<file path="src/verilog/cbc_pkg.sv">
// Purpose: Shared constants and types for cell balance control.
// Assumes: APB with 32-bit data; each register is one aligned word.
// Notes:   Register indices are kept as printed; byte address = index * 4.
package cbc_pkg;

    // ************************************************************
    // Clock and timebase
    // ************************************************************
    localparam int unsigned CLK_HZ       = 40_000_000;
    localparam int unsigned BAL_TICK_S   = 1;
    localparam int unsigned SEC_CYCLES   = BAL_TICK_S * CLK_HZ;

    // ************************************************************
    // Register indices and field positions
    // ************************************************************
    localparam logic [7:0]  IDX_CFG      = 8'h13;
    localparam logic [7:0]  IDX_EN       = 8'h14;
    localparam logic [7:0]  IDX_TST      = 8'h1E;
    localparam logic [7:0]  IDX_STAT     = 8'h3F;
    localparam int unsigned CFG_DUR_LSB  = 4;
    localparam int unsigned CFG_KEEP_BIT = 3;
    localparam int unsigned TST_SQZ_BIT  = 4;
    localparam int unsigned ST_SECS_LSB  = 16;
    localparam logic [3:0]  CFG_DUR_RST  = 4'h0;
    localparam logic        CFG_KEEP_RST = 1'b0;
    localparam logic        TST_SQZ_RST  = 1'b0;
    localparam logic [15:0] EN_RST       = 16'h0000;

    // ************************************************************
    // Balance duration limits, in seconds
    // ************************************************************
    localparam logic [11:0] SECS_1S      = 12'h001;
    localparam logic [11:0] SECS_1M      = 12'h03C;
    localparam logic [11:0] SECS_2M      = 12'h078;
    localparam logic [11:0] SECS_5M      = 12'h12C;
    localparam logic [11:0] SECS_10M     = 12'h258;
    localparam logic [11:0] SECS_15M     = 12'h384;
    localparam logic [11:0] SECS_20M     = 12'h4B0;
    localparam logic [11:0] SECS_30M     = 12'h708;
    localparam logic [11:0] SECS_60M     = 12'hE10;

    typedef enum logic [1:0] {
        TMR_IDLE = 2'b00,
        TMR_RUN  = 2'b01
    } cbc_tmr_e;

    // APB request and answer
    typedef struct packed {
        logic        psel;
        logic        penable;
        logic        pwrite;
        logic [11:0] paddr;
        logic [31:0] pwdata;
        logic [3:0]  pstrb;
    } cbc_apb_req_s;

    typedef struct packed {
        logic        pready;
        logic        pslverr;
        logic [31:0] prdata;
    } cbc_apb_rsp_s;

endpackage

</file>
<file path="src/verilog/cbc_top.sv">
// Purpose: Cell balance control: enable word, auto-off timer, fault clear.
// Assumes: Fault flags come from logic on clk; no synchroniser needed.
// Notes:   Squeeze select reroutes the enable word to the squeeze outputs.
`timescale 1ns/1ps

module cbc_top
    import cbc_pkg::*;
#(
    parameter int unsigned SEC_CYCLES_P = SEC_CYCLES
) (
    // Clock and reset
    input  wire logic         clk,
    input  wire logic         arst_n,
    // APB slave
    input  wire cbc_apb_req_s apb_req,
    output cbc_apb_rsp_s      apb_rsp,
    // Fault flags from the monitor
    input  wire logic [15:0]  fault_flags,
    input  wire logic         customer_checksum_error,
    // Channel drives
    output logic [15:0]       balance_out,
    output logic [15:0]       squeeze_out
);

    // ************************************************************
    // Declarations
    // ************************************************************
    logic [3:0]  cfg_dur_ff;
    logic        cfg_keep_ff;
    logic        tst_sqz_ff;
    logic [15:0] en_ff;
    logic [15:0] nxt_en;
    cbc_tmr_e    tmr_state_ff;
    cbc_tmr_e    nxt_tmr_state;
    logic [31:0] presc_ff;
    logic [11:0] secs_ff;
    logic        cks_ff;
    logic [15:0] balance_out_ff;
    logic [15:0] squeeze_out_ff;
    logic        pready_ff;
    logic        pslverr_ff;
    logic [31:0] prdata_ff;
    logic [31:0] nxt_prdata;
    logic        nxt_pslverr;

    logic        setup;
    logic        access;
    logic        wr_acc;
    logic [7:0]  idx;
    logic        addr_top_ok;
    logic        wr_cfg;
    logic        wr_en;
    logic        wr_tst;
    logic [15:0] wr_en_val;
    logic [15:0] wr_en_data;
    logic        wr_nonzero;
    logic        fault_lock;
    logic [11:0] limit;
    logic        timed;
    logic        sec_tick;
    logic        expire;
    logic [31:0] presc_last;
    logic        nxt_sqz;
    logic        tmr_clr;

    // ************************************************************
    // APB decode
    // ************************************************************
    // Setup latches the read answer; access completes with zero wait
    assign setup       = apb_req.psel & ~apb_req.penable;
    assign access      = apb_req.psel & apb_req.penable & pready_ff;
    assign wr_acc      = access & apb_req.pwrite;
    assign idx         = apb_req.paddr[9:2];
    assign addr_top_ok = (apb_req.paddr[11:10] == 2'b00);
    assign wr_cfg      = wr_acc & addr_top_ok & (idx == IDX_CFG);
    assign wr_en       = wr_acc & addr_top_ok & (idx == IDX_EN);
    assign wr_tst      = wr_acc & addr_top_ok & (idx == IDX_TST);

    // Byte lanes merge into the enable word; only strobed bytes count
    always_comb begin
        wr_en_val  = en_ff;
        wr_en_data = 16'h0000;
        for (int b = 0; b < 2; b++) begin
            if (apb_req.pstrb[b]) begin
                wr_en_val[b*8 +: 8]  = apb_req.pwdata[b*8 +: 8];
                wr_en_data[b*8 +: 8] = apb_req.pwdata[b*8 +: 8];
            end
        end
    end

    // Restart trigger looks only at the data actually written
    assign wr_nonzero = wr_en & (wr_en_data != 16'h0000);

    // ************************************************************
    // Fault handling
    // ************************************************************
    // Checksum error is not part of the flag vector, so never clears
    assign fault_lock = ~cfg_keep_ff & (|fault_flags);

    // ************************************************************
    // Duration decode and timebase
    // ************************************************************
    // Reserved codes behave as code zero: no automatic stop
    always_comb begin
        case (cfg_dur_ff)
            4'h1:    limit = SECS_1S;
            4'h2:    limit = SECS_1M;
            4'h3:    limit = SECS_2M;
            4'h4:    limit = SECS_5M;
            4'h5:    limit = SECS_10M;
            4'h6:    limit = SECS_15M;
            4'h7:    limit = SECS_20M;
            4'h8:    limit = SECS_30M;
            4'h9:    limit = SECS_60M;
            default: limit = 12'h000;
        endcase
    end

    // Timer qualifiers; reserved and zero codes never tick
    assign timed      = (limit != 12'h000);
    assign presc_last = SEC_CYCLES_P - 32'd1;
    assign sec_tick   = (tmr_state_ff == TMR_RUN) & timed
                      & (presc_ff == presc_last);
    assign expire     = (tmr_state_ff == TMR_RUN) & timed
                      & (secs_ff >= limit);

    // ************************************************************
    // Enable word next value
    // ************************************************************
    // Fault clear beats a write; a write beats expiry in the same cycle
    always_comb begin
        nxt_en = en_ff;
        if (fault_lock) begin
            nxt_en = 16'h0000;
        end else if (wr_en) begin
            nxt_en = wr_en_val;
        end else if (expire) begin
            nxt_en = 16'h0000;
        end
    end

    // Timer follows the enable word; restart on a non-zero write
    always_comb begin
        nxt_tmr_state = tmr_state_ff;
        case (tmr_state_ff)
            TMR_IDLE: begin
                if (wr_nonzero && nxt_en != 16'h0000) begin
                    nxt_tmr_state = TMR_RUN;
                end
            end
            TMR_RUN: begin
                if (nxt_en == 16'h0000) begin
                    nxt_tmr_state = TMR_IDLE;
                end
            end
            default: nxt_tmr_state = TMR_IDLE;
        endcase
    end

    // ************************************************************
    // Configuration registers
    // ************************************************************
    // Duration code; low three configuration bits are not stored at all
    always_ff @(posedge clk or negedge arst_n) begin
        if (!arst_n) begin
            cfg_dur_ff <= CFG_DUR_RST;
        end else if (wr_cfg && apb_req.pstrb[0]) begin
            cfg_dur_ff <= apb_req.pwdata[CFG_DUR_LSB +: 4];
        end
    end

    // Fault choice; a change applies from the next cycle's fault check
    always_ff @(posedge clk or negedge arst_n) begin
        if (!arst_n) begin
            cfg_keep_ff <= CFG_KEEP_RST;
        end else if (wr_cfg && apb_req.pstrb[0]) begin
            cfg_keep_ff <= apb_req.pwdata[CFG_KEEP_BIT];
        end
    end

    // Route change lands at the write edge, like an enable write
    assign nxt_sqz = (wr_tst && apb_req.pstrb[0])
                   ? apb_req.pwdata[TST_SQZ_BIT] : tst_sqz_ff;

    // Squeeze select in the test configuration word
    always_ff @(posedge clk or negedge arst_n) begin
        if (!arst_n) begin
            tst_sqz_ff <= TST_SQZ_RST;
        end else begin
            tst_sqz_ff <= nxt_sqz;
        end
    end

    // ************************************************************
    // Enable word and timer state
    // ************************************************************
    // Enable word; all priority sits in the next-value logic
    always_ff @(posedge clk or negedge arst_n) begin
        if (!arst_n) begin
            en_ff <= EN_RST;
        end else begin
            en_ff <= nxt_en;
        end
    end

    // Timer state
    always_ff @(posedge clk or negedge arst_n) begin
        if (!arst_n) begin
            tmr_state_ff <= TMR_IDLE;
        end else begin
            tmr_state_ff <= nxt_tmr_state;
        end
    end

    // Own counters; only a non-zero enable write or a stop clears them, other traffic cannot
    assign tmr_clr = wr_nonzero | (nxt_tmr_state == TMR_IDLE);

    // Prescaler; frozen while the duration code is untimed
    always_ff @(posedge clk or negedge arst_n) begin
        if (!arst_n) begin
            presc_ff <= 32'h0000_0000;
        end else if (tmr_clr || sec_tick) begin
            presc_ff <= 32'h0000_0000;
        end else if (tmr_state_ff == TMR_RUN && timed) begin
            presc_ff <= presc_ff + 32'h0000_0001;
        end
    end

    // Elapsed seconds; saturates so a long run never wraps under the limit
    always_ff @(posedge clk or negedge arst_n) begin
        if (!arst_n) begin
            secs_ff <= 12'h000;
        end else if (tmr_clr) begin
            secs_ff <= 12'h000;
        end else if (sec_tick && secs_ff != 12'hFFF) begin
            secs_ff <= secs_ff + 12'h001;
        end
    end

    // Checksum error level, shown in status only
    always_ff @(posedge clk or negedge arst_n) begin
        if (!arst_n) begin
            cks_ff <= 1'b0;
        end else begin
            cks_ff <= customer_checksum_error;
        end
    end

    // ************************************************************
    // Channel drives
    // ************************************************************
    // Built from next values so outputs match the register read-back
    always_ff @(posedge clk or negedge arst_n) begin
        if (!arst_n) begin
            balance_out_ff <= 16'h0000;
        end else begin
            balance_out_ff <= nxt_sqz ? 16'h0000 : nxt_en;
        end
    end

    // Squeeze legs take the same word while the select is set
    always_ff @(posedge clk or negedge arst_n) begin
        if (!arst_n) begin
            squeeze_out_ff <= 16'h0000;
        end else begin
            squeeze_out_ff <= nxt_sqz ? nxt_en : 16'h0000;
        end
    end

    // Ports straight from the drive flops
    assign balance_out = balance_out_ff;
    assign squeeze_out = squeeze_out_ff;

    // ************************************************************
    // APB read mux and answer
    // ************************************************************
    // Unmapped words read zero and flag an error; writes there drop
    always_comb begin
        nxt_prdata  = 32'h0000_0000;
        nxt_pslverr = 1'b0;
        if (!addr_top_ok) begin
            nxt_pslverr = 1'b1;
        end else begin
            case (idx)
                IDX_CFG: begin
                    nxt_prdata[CFG_DUR_LSB +: 4] = cfg_dur_ff;
                    nxt_prdata[CFG_KEEP_BIT]     = cfg_keep_ff;
                end
                IDX_EN: begin
                    nxt_prdata[15:0] = en_ff;
                end
                IDX_TST: begin
                    nxt_prdata[TST_SQZ_BIT] = tst_sqz_ff;
                end
                IDX_STAT: begin
                    nxt_prdata[0] = (tmr_state_ff == TMR_RUN);
                    nxt_prdata[1] = fault_lock;
                    nxt_prdata[2] = cks_ff;
                    nxt_prdata[ST_SECS_LSB +: 12] = secs_ff;
                end
                default: nxt_pslverr = 1'b1;
            endcase
        end
    end

    // One wait-free access cycle after every setup
    always_ff @(posedge clk or negedge arst_n) begin
        if (!arst_n) begin
            pready_ff  <= 1'b0;
            pslverr_ff <= 1'b0;
        end else begin
            pready_ff  <= setup;
            pslverr_ff <= setup & nxt_pslverr;
        end
    end

    // Read word frozen at setup; a write answers with zero
    always_ff @(posedge clk or negedge arst_n) begin
        if (!arst_n) begin
            prdata_ff <= 32'h0000_0000;
        end else if (setup) begin
            prdata_ff <= apb_req.pwrite ? 32'h0000_0000 : nxt_prdata;
        end
    end

    // Answer fields straight from flops
    assign apb_rsp.pready  = pready_ff;
    assign apb_rsp.pslverr = pslverr_ff;
    assign apb_rsp.prdata  = prdata_ff;

endmodule

</file>
<file path="config.mk">
export PLATFORM = sky130hd
export DESIGN_NAME = cbc_top
export DESIGN_NICKNAME = d
export VERILOG_FILES = /design/src/verilog/cbc_pkg.sv /design/src/verilog/cbc_top.sv
export SDC_FILE = /design/constraint.sdc
export NUM_CORES = 1
export LEC_CHECK = 0
export ABC_CLOCK_PERIOD_IN_PS = 5900
export BUFFER_PORTS_ARGS = -buffer_cell sky130_fd_sc_hd__buf_2
export CAP_MARGIN = 20
export CORE_MARGIN = 2
export CORE_UTILIZATION = 45
export CTS_CLUSTER_DIAMETER = 100
export DETAILED_ROUTE_END_ITERATION = 16
export HOLD_SLACK_MARGIN = 0.1
export PLACE_DENSITY = 0.65
export SKIP_LAST_GASP = 1
export SLEW_MARGIN = 20
export SYNTH_ARGS = -nofsm -noshare
export SYNTH_HDL_FRONTEND = slang
export SYNTH_SLANG_ARGS = --single-unit
</file>
<file path="constraint.sdc">
create_clock -name clk -period 5.9 [get_ports clk]
set_clock_uncertainty 0.2 [all_clocks]
set_input_delay 0.295 -clock clk [delete_from_list [all_inputs] [get_ports clk]]
set_output_delay 0.295 -clock clk [all_outputs]
set_load 0.02 [all_outputs]
</file>
After elaboration in Yosys (flattened, before gate mapping)
Memory sizes are Yosys's and may differ from the RTL's.
Cells that the tools add are included.
{"block": "op_classes", "eq_ne": 7, "addsub": 2, "mux": 27, "n_reduce_logical": 17, "n_lt_le_gt_ge": 1, "n_bitwise": 17}
{"op": "$mux W16", "count": 5}
{"op": "$mux W32", "count": 2}
{"op": "$mux W28", "count": 2}
{"op": "$mux W8", "count": 5}
{"op": "$mux W12", "count": 3}
{"op": "$add A32 B1 Y32 const B", "count": 1}
{"op": "$eq A32 B26 Y1 const B", "count": 1}
{"op": "$reduce_bool A16 Y1", "count": 2}
{"op": "$eq A8 B5 Y1 const B", "count": 3}
{"op": "$logic_not A16 Y1", "count": 1}
{"op": "$reduce_or A16 Y1", "count": 1}
{"op": "$and A1 B1 Y1", "count": 14}
{"op": "$add A12 B1 Y12 const B", "count": 1}
{"op": "$ge A12 B12 Y1", "count": 1}
{"op": "$ne A12 B12 Y1 const B", "count": 1}
{"op": "$pmux W3 S2", "count": 2}
{"op": "$reduce_bool A12 Y1", "count": 1}
{"op": "$eq A8 B6 Y1 const B", "count": 1}
{"op": "$logic_not A2 Y1", "count": 3}
{"op": "$logic_and A1 B1 Y1", "count": 5}
{"op": "$mux W2", "count": 2}
{"op": "$pmux W2 S2", "count": 1}
{"op": "$reduce_bool A2 Y1", "count": 2}
{"op": "$reduce_or A4 Y1", "count": 1}
{"op": "7 further kinds", "count": 10}
{"block": "totals", "rom_bits": 176, "output_inout_bits": 66, "register_bits": 135, "inputBits": 70, "mem_count": 1, "wordCells": 85}
{"memory": "(no name shown)", "depth": 16, "width": 11, "read_ports": 1, "rd_clocked_by_memory_dff": 0, "wr": 0, "line_no": "cbc_top.sv:105", "text": "case (cfg_dur_ff)"}

Longest topological paths before layout
Gate-level depths: netlist (run 1).
{"block": "logic_depth", "word_depth": 15, "depth_mapped": 17, "depth_no_buf": 14}

Least setup slack after synthesis (run 1)
Ideal clock, no wire load.
{"block": "synth_path", "path_type": "reg2reg", "from": "reg cfg_dur_ff[2]", "to": "reg presc_ff[0]", "path_stages_with_launch": 18, "required_ns": 5.628, "synth_period_minus_slack_ns": 3.469, "setup_ns": 0.072, "arrival_time_ns": 3.197, "slack_ns": 2.431, "path_buffers": 3, "cell_sequence": "dfrtp_1 -> buf_2 -> inv_1 -> ha_1 -> inv_1 -> o21ai_0 -> inv_1 -> ha_1 -> o21ai_0 -> o21bai_1 -> a31o_2 -> o21ai_0 -> nor2_1 -> a2bb2oi_1 -> or3_1 -> buf_2 -> buf_4 -> nor2_1"}
{"block": "synth_via", "elab_chain_len": 15, "elab_cells_between_ends": 21, "classes_between": "order compare (1); mux (7); bitwise (4); reduce/logical (8); memory (1)"}
{"item": "start: declaration", "line_no": "cbc_top.sv:28", "text": "logic [3:0] cfg_dur_ff;"}
{"item": "start signal: assignment", "line_no": "cbc_top.sv:168", "text": "cfg_dur_ff <= apb_req.pwdata[CFG_DUR_LSB +: 4];"}
{"item": "$mem_v2 Z16 W11 (*)"}
{"item": "parallel branches: the longest is 14 deep, another holds $ge A12 B12 Y1"}
{"item": "end signal: assignment", "line_no": "cbc_top.sv:225", "text": "presc_ff <= presc_ff + 32'h0000_0001;"}
{"item": "end: declaration", "line_no": "cbc_top.sv:35", "text": "logic [31:0] presc_ff;"}
Every way passes the cells marked *.
A chain may end at the register's enable or synchronous reset.

Worst setup path after layout (run 1)
{"block": "layout_path", "from": "reg cfg_dur_ff[2]", "to": "reg secs_ff[8]"}
{"block": "layout_via", "elab_chain_len": 14, "elab_cells_between_ends": 20, "classes_between": "order compare (1); mux (7); bitwise (4); reduce/logical (7); memory (1)"}
{"item": "$mem_v2 Z16 W11 (*)"}
{"item": "parallel branches: the longest is 13 deep, another holds $ge A12 B12 Y1"}
{"item": "end signal: assignment", "line_no": "cbc_top.sv:236", "text": "secs_ff <= secs_ff + 12'h001;"}
{"item": "end: declaration", "line_no": "cbc_top.sv:36", "text": "logic [11:0] secs_ff;"}
Marked as above.

==> impl_results.md, run 1 <==
- Share of post-route cells with drive strength above 1: 20.9%
- CP cell instances: inv_1 > ha_1 > inv_1 > o21ai_0 > inv_1 > ha_1 > o21ai_0 > o21bai_1 > a31o_2 > o21ai_0 > nor2_1 > a2bb2oi_1 > or3_1 > nor2_1
- Slew HR: 29.9%
- CTS tree: built
- Antenna Nets Post-Route: 0
- Die Ht: 125 microns
- Gr ovfl total: 0
- Clock-pin slew on the worst setup and hold paths: 0.06 ns
- Vias in the first global route: 5,731
- Post-Synthesis Cell Area: 6570 sq um
- Sw frac: 23.4%
- PwrDens: 248 nW/um^2
- H-tree levels: 4
- Number of synthesized flops with an enable pin: 0
- First-pass GRT wire length: 28,400 microns
- Layout area overhead: 21.6%
- Final setup fails: 0
- Final min period: 4.25 ns
- Starting density of the core: 45.7%
- Hold crit path type: primary input to flop
- Top-level I/O count: 136
- Crit path kind: flop to flop
- Count leader, synth: dfrtp_1
- Via count: 5,653
- Fin crit share: 72.0%
- Flop pwr share: 45.4%
- Post-synth ARST share: 100%
- Initial antenna violation count: 2
- Sequential share of the synthesized area: 49.9%
- Root Buffer: clkbuf_16
- Crit-path max FO: 17
- Vias per cell: 5.66
- Synth Warn #: 0
- Synth top area share: 49.9%
- Die ar.: 15,600 sq um
- WL/cell: 16.8 microns
- CTS Sinks: 131
- Total CTS buffers: 17
- Row cnt: 44
- Mean Syn Cell Area: 9.69 sq um
- Peak VDD IR: 0.191 mV
- Fin. Hold Viols: 0
- Post-synth cell types: 59
- Largest net degree at the start of global routing: 68
- CTS max path bufs: 2
- # Post-CTS Setup Buffers: 0
- DR pass1 iterations: 5
- Hpwl dp: 12,300 microns
- Type of destination of the critical path: flop
- Static Leak: 0.00376 uW
- # Max-Cap Violations: 0
- Setup crit start kind: flop
- Synthesized flop and latch total: 131
- Synth Instances: 678
- ANT cells: 0
- Hold_ws: 0.138 ns
- Int Pwr: 1520 uW
- Die W: 125 microns
- Outcome: complete, no violations
- Core Area: 14,400 sq um
- Setup TNS: 0 ns
- Fin. max-slew vios: 0
- Synth top area cells: dfrtp_1 50%, nor2_1 4.8%, ha_1 3.6%, nand2_1 3.4%, a22o_1 3.1%
- F_max: 0.235 GHz
- Net Sw Power: 464 uW
- IO Port Bufs: 111
- Final nets: 890
- Largest area contributor in the netlist: dfrtp_1
- Worst skew pair latency: 0.43 ns
- Ys flop type: dfrtp_1
- Gp weighted congestion: 0.856
- Clock power frac: 51.1%
- Filler instances: 1,279
- Slew @ Worst Pin: 1.05 ns
- Data arrival, critical path: 4.33 ns
- Initial DRC Count: 395
- Slowest-stage cell, CP: or3_1
- Worst R2R Path Depth: 14
- RSZ-0062 raised after global routing: no
- Top cells by count, synth: 131 x dfrtp_1, 84 x nor2_1, 60 x nand2_1, 35 x nand3_1, 31 x inv_1
- Remaining DRCs: 0
- Post-Route WL: 16,700 microns
- Worst hold stages: 3
- CP required: 5.98 ns
- CP peak stage delay: 0.57 ns
- Combinational Power Share: 3.5%
- All-Layer GR Usage: 22.5%
==> per-layer routing <==
| layer | global-route usage (%) | up-vias | routed length (microns) |
|---|---|---|---|
| met5 | 0 | - | 16 |
| met4 | 8.39 | 2 | 282 |
| met3 | 6.14 | 24 | 1060 |
| met2 | 37.4 | 177 | 8090 |
| met1 | 28.1 | 2768 | 7280 |
| li1 | - | 2682 | - |
==> metrics by stage <==
stage                     cells  utilization (%)  worst slack (ns)  cell area [sq um]  total power (uW)
after floorplan             682                -              2.43               6580               935
after global placement      951             50.5              1.76               7260               976
after detailed placement    951             50.5              1.63               7260               979
after CTS                   998             55.5              1.62               7980              2000
after global routing        998             55.6              1.19               7990              2050
final                       998             55.6              1.65               7990              1980
==> what timing repair did <==
| item | in CTS | in global routing |
|---|---|---|
| endpoints found under the hold margin | 101 | 0 |
| gates resized for setup | 0 | 0 |
| hold buffers | 15 | 0 |
==> layout by cell type (no fill, tap or decap), types with 19 or more instances in the layout <==
master,Yosys,final
nor2_1,84,84
buf_2,7,110
dfrtp_1,131,131
nor3_1,21,21
a22o_1,23,23
nand2_1,60,60
inv_1,31,31
o21ai_0,20,20
ha_1,19,19
nand3_1,35,35
==> critical path, delay by kind of cell (launching register included) <==
kind	cells	cell delay, ns
AO/OA/AOI/OAI	6	1.27
buffers and inverters	3	0.29
adder cells (fa/ha/maj)	2	0.58
flip-flops	1	0.56
AND/OR/NAND/NOR	3	1.19
==> sequential cells by signal (all words and copies together) (netlist names), 2 cells and up <==
name and cells:
presc_ff 32, prdata_ff 28, balance_out 16, en_ff 16
squeeze_out 16, secs_ff 12, cfg_dur_ff 4, tmr_state_ff 2
==> power by group through the flow <==
stage	registers, uW	logic (uW)	clock network (uW)
3_3_place_gp	917	59.2	0
2_1_floorplan	917	18.1	0
6_report	901	68.7	1010
5_1_grt	901	76.6	1070
3_5_place_dp	917	61.4	0
4_1_cts	901	69.4	1030
==> cells by family after synthesis <==
group,count (synthesis),synth area share [%]
buf+inv,65,4.36
fa+ha+maj,19,3.62
simple gates,294,22.7
xor+xnor,24,3.20
mux,9,1.41
compound gates,135,14.7
other cells,1,0.0571
flops,131,49.9
==> final cells by class <==
type,instances,area (sq um),area share (%)
sequential,131,3280,41.0
multi-input combinational,486,3030,38.0
timing repair buffer,132,753,9.43
clock buffer,19,443,5.55
tap,184,230,2.88
clock inverter,13,126,1.58
inverter,33,124,1.55
==> path summary, 6_finish.rpt <==
path | start | endpoint | slack [ns]
worst max-delay path | cfg_dur_ff[2] | secs_ff[8] | 1.65
worst min-delay path | apb_req[46] | pslverr_ff | 0.14
worst max register to register | cfg_dur_ff[2] | secs_ff[8] | 1.65
worst min register to register | tmr_state_ff[1] | tmr_state_ff[0] | 0.26
max in group asynchronous | arst_n | balance_out[11] | 3.87
min in group asynchronous | arst_n | prdata_ff[20] | 0.31
Note: power is estimated with default switching activity, not from simulation.
==> run 2: changes to the inputs <==
- ABC_AREA: unset -> 1
- ABC_CLOCK_PERIOD_IN_PS: 5900 -> 4300
- PLACE_DENSITY: 0.65 -> 0.64
- clock period: 5.9 -> 4.3 ns (I/O delays scaled with it)
==> impl_results.md, run 2 <==
- CP required: 4.41 ns (-1.57 ns)
- Gp weighted congestion: 0.871 (+1.7%)
- Remaining DRCs: 0 (unchanged)
- # Max-Cap Violations: 0 (unchanged)
- Filler instances: 1,552 (+21%)
- Mean Syn Cell Area: 7.80 sq um (-19%)
- Post-Synth Simple-Gate Area: 30.4% (+7.6 points)
- Final min period: 3.86 ns (-0.386 ns)
- Slew HR: 38.9% (+9.0 points)
- Setup TNS: 0 ns (unchanged)
- Largest net degree at the start of global routing: 101 (+49%)
- Number of synthesized flops with an enable pin: 0 (unchanged)
- Die Ht: 132 microns (+5.4%)
- Peak VDD IR: 0.293 mV (+53%)
- Adder-cell area share of the yosys netlist: 3.25% (-0.37 points)
- Ys flop type: dfrtp_1
- Largest area contributor in the netlist: dfrtp_1
- Worst hold stages: 6 (+3)
- Synth top area cells: dfrtp_1 45%, nand2_1 11%, inv_1 5.8%, nor2_1 5.4%, nand4_1 4.5%
- H-tree levels: 4 (unchanged)
- CP cell instances: inv_1 > ha_1 > nand2_1 > nor2_1 > inv_1 > ha_1 > nand2_1 > nor2_1 > and2_1 > nand2_1 > nand4_1 > nand3_4 > nand2_1 > nand2_1 > o21ai_0 > nand2_1 > nor2_2 > nand2_4 > nand3_4 > nor2_4 > buf_12 > nand3_1 > nand2_1
- Synthesized flop and latch total: 131 (unchanged)
- Layout area overhead: 19.4%
- Worst skew pair latency: 0.43 ns (about the same)
- Hpwl dp: 13,200 microns (+7.5%)
- CP peak stage delay: 0.41 ns (-0.16 ns)
- Starting density of the core: 46.1% (+0.37 points)
- Type of destination of the critical path: flop
- Portion of netlist area occupied by mux cells: 0% (-1.4 points)
- Root Buffer: clkbuf_16
- Crit-path max FO: 32 (+15)
- Total CTS buffers: 17 (unchanged)
- Die W: 132 microns (+5.4%)
- # Post-CTS Setup Buffers: 0 (unchanged)
- CTS tree: built
- Vias per cell: 5.17 (-8.7%)
- Setup crit start kind: flop
- Most frequent cells in the layout: 218 x nand2_1, 131 x dfrtp_1, 114 x inv_1, 110 x buf_2, 106 x nor2_1
- Initial DRC Count: 619 (+57%)
- Top cells by count, synth: 218 x nand2_1, 131 x dfrtp_1, 114 x inv_1, 106 x nor2_1, 62 x nand3_1
- CTS Sinks: 131 (unchanged)
- Post-Route WL: 18,800 microns (+12%)
- Gr ovfl total: 0 (unchanged)
- Static Leak: 0.00456 uW (+21%)
- End of the worst register-to-register path: presc_ff[16]
- Commonest non-fill, non-tap cell in the layout: nand2_1
- Row cnt: 46 (+4.5%)
- Regs by FF count: presc_ff: 32 flops, prdata_ff: 28 flops
- Internal reg-to-reg setup slack: 0.44 ns (-1.21 ns)
- Crit path kind: flop to flop
- Fin. Hold Viols: 0 (unchanged)
- Synth Warn #: 0 (unchanged)
- Data arrival, critical path: 3.98 ns (-0.35 ns)
- Family with the most delay on the worst path: simple AND/OR/NAND/NOR gates
- Initial antenna violation count: 0 (-2)
- Via count: 6,618 (+17%)
- CTS max path bufs: 2 (unchanged)
- Largest register FFs: 32 (unchanged)
- Worst R2R Path Depth: 23 (+9)
- Slowest-stage cell, CP: dfrtp_1
- Pwr Total: 2730 uW (+38%)
- Core Area: 15,900 sq um (+11%)
- Slew @ Worst Pin: 0.916 ns (-0.135 ns)
- IO Port Bufs: 111 (unchanged)
- F_max: 0.259 GHz (+10%)
- Hold crit path type: primary input to flop
- Sequential share of the synthesized area: 44.8% (-5.1 points)
- All-Layer GR Usage: 22.6% (+0.11 points)
- First-pass GRT wire length: 31,800 microns (+12%)
- Fin crit share: 89.8% (+18 points)
- Final setup fails: 0 (unchanged)
- Worst hold start: apb_req[47]
- Compound-Gate Fraction of Synth Area: 7.78% (-6.9 points)
- Hold Path End: prdata_ff[6]
- Final nets: 1,140 (+28%)
- Top-level I/O count: 136 (unchanged)
- Synth top area share: 44.8% (-5.1 points)
- Crit path buf inv count: 3 (unchanged)
- Biggest register: presc_ff
- Die ar.: 17,300 sq um (+11%)
- Main combinational cell family by area after synthesis: simple AND/OR/NAND/NOR gates
- ANT cells: 0 (unchanged)
- Clock-pin slew on the worst setup and hold paths: 0.06 ns (about the same)
- Most common cell on crit path: nand2_1
- Vias in the first global route: 6,372 (+11%)
- Synth Instances: 938 (+38%)
- WL/cell: 14.7 microns (-12%)
- Post-Synthesis Cell Area: 7320 sq um (+11%)
- Synth Area in XOR/XNOR: 4.07% (+0.87 points)
- Reg2reg start: cfg_dur_ff[1]
- DR pass1 iterations: 5 (unchanged)
- Count leader, synth: nand2_1
- Outcome: complete, no violations
- Antenna Nets Post-Route: 0 (unchanged)
- RSZ-0062 raised after global routing: no
- Post-synth cell types: 43 (-27%)
- Share of post-route cells with drive strength above 1: 16.2% (-4.7 points)
- Post-synth ARST share: 100% (unchanged)
- PwrDens: 313 nW/um^2 (+26%)
- Fin. max-slew vios: 0 (unchanged)
-- run 2: timing repair --
action	CTS	global route
endpoints found under the hold margin	119	0
hold buffers	16	0
resized for setup	0	1
endpoints found under the setup margin	0	32
-- run 2: stage by stage --
step	worst slack [ns]	instances	utilization [%]	instance area [sq um]	hold WS [ns]
finish	0.437	1279	55.0	8740	0.133
global route	0.0276	1279	55.0	8740	0.181
CTS	0.305	1279	55.0	8730	0.113
detailed placement	0.317	1232	50.4	8010	0.129
global placement	0.363	1232	50.4	8010	0.125
floorplan	1.02	942	-	7330	-0.281
-- run 2: cell families (layout without fill, tap and decap cells) --
family / count (synthesis) / count (layout)
AOI/OAI and AO/OA: 93 / 93
xor gates and xnor gates: 34 / 34
adders and majority gates: 19 / 19
buffers and inverters: 164 / 285
DFF: 131 / 131
other: 1 / 5
and+or+nand+nor: 496 / 496
-- run 2: where the power goes --
part / internal [uW] / switching [uW] / total [uW]
Clock: 820 / 557 / 1380
Sequential: 1240 / 2.31 / 1240
Combinational: 38.1 / 75.1 / 113
-- run 2: cell type report --
type / instances / area (sq um) / share of cell area [%]
clock buffers: 19 / 453 / 5.18
clock inverters: 12 / 109 / 1.25
inverters: 118 / 445 / 5.10
multi-input cells: 647 / 3370 / 38.5
flip-flops and latches: 131 / 3280 / 37.5
well taps: 216 / 270 / 3.09
repair buffers: 136 / 815 / 9.32
-- run 2: how the worst max path moves through the flow --
| stage | cells after the start | slack [ns] | startpoint | end |
|---|---|---|---|---|
| after floorplan | 23 | 1.02 | cfg_dur_ff[1] | presc_ff[16] |
| after global placement | 23 | 0.36 | cfg_dur_ff[1] | presc_ff[14] |
| after detailed placement | 23 | 0.32 | cfg_dur_ff[1] | presc_ff[27] |
| after CTS | 23 | 0.31 | cfg_dur_ff[1] | presc_ff[27] |
| after global routing | 23 | 0.03 | cfg_dur_ff[1] | presc_ff[6] |
| final | 23 | 0.44 | cfg_dur_ff[1] | presc_ff[16] |
-- run 2: metal layers --
metal  up-vias  share of wire (%)  global-route usage (%)  wire [microns]
li1       3294                  -                       -               -
met1      3129                 48                    31.4            9000
met2       175                 46                    35.4            8600
met3        20                5.3                    5.40             995
met4         0                1.0                    6.34             193
met5         -                  0                       0               0
-- run 2: worst reg2reg max path, delay by kind of cell (launching register included) --
kind,cells,cell delay (ns)
AOI/OAI and AO/OA,1,0.17
adders and majority gates,2,0.50
buffers and inverters,3,0.45
DFF,1,0.41
and+or+nand+nor,17,2.03
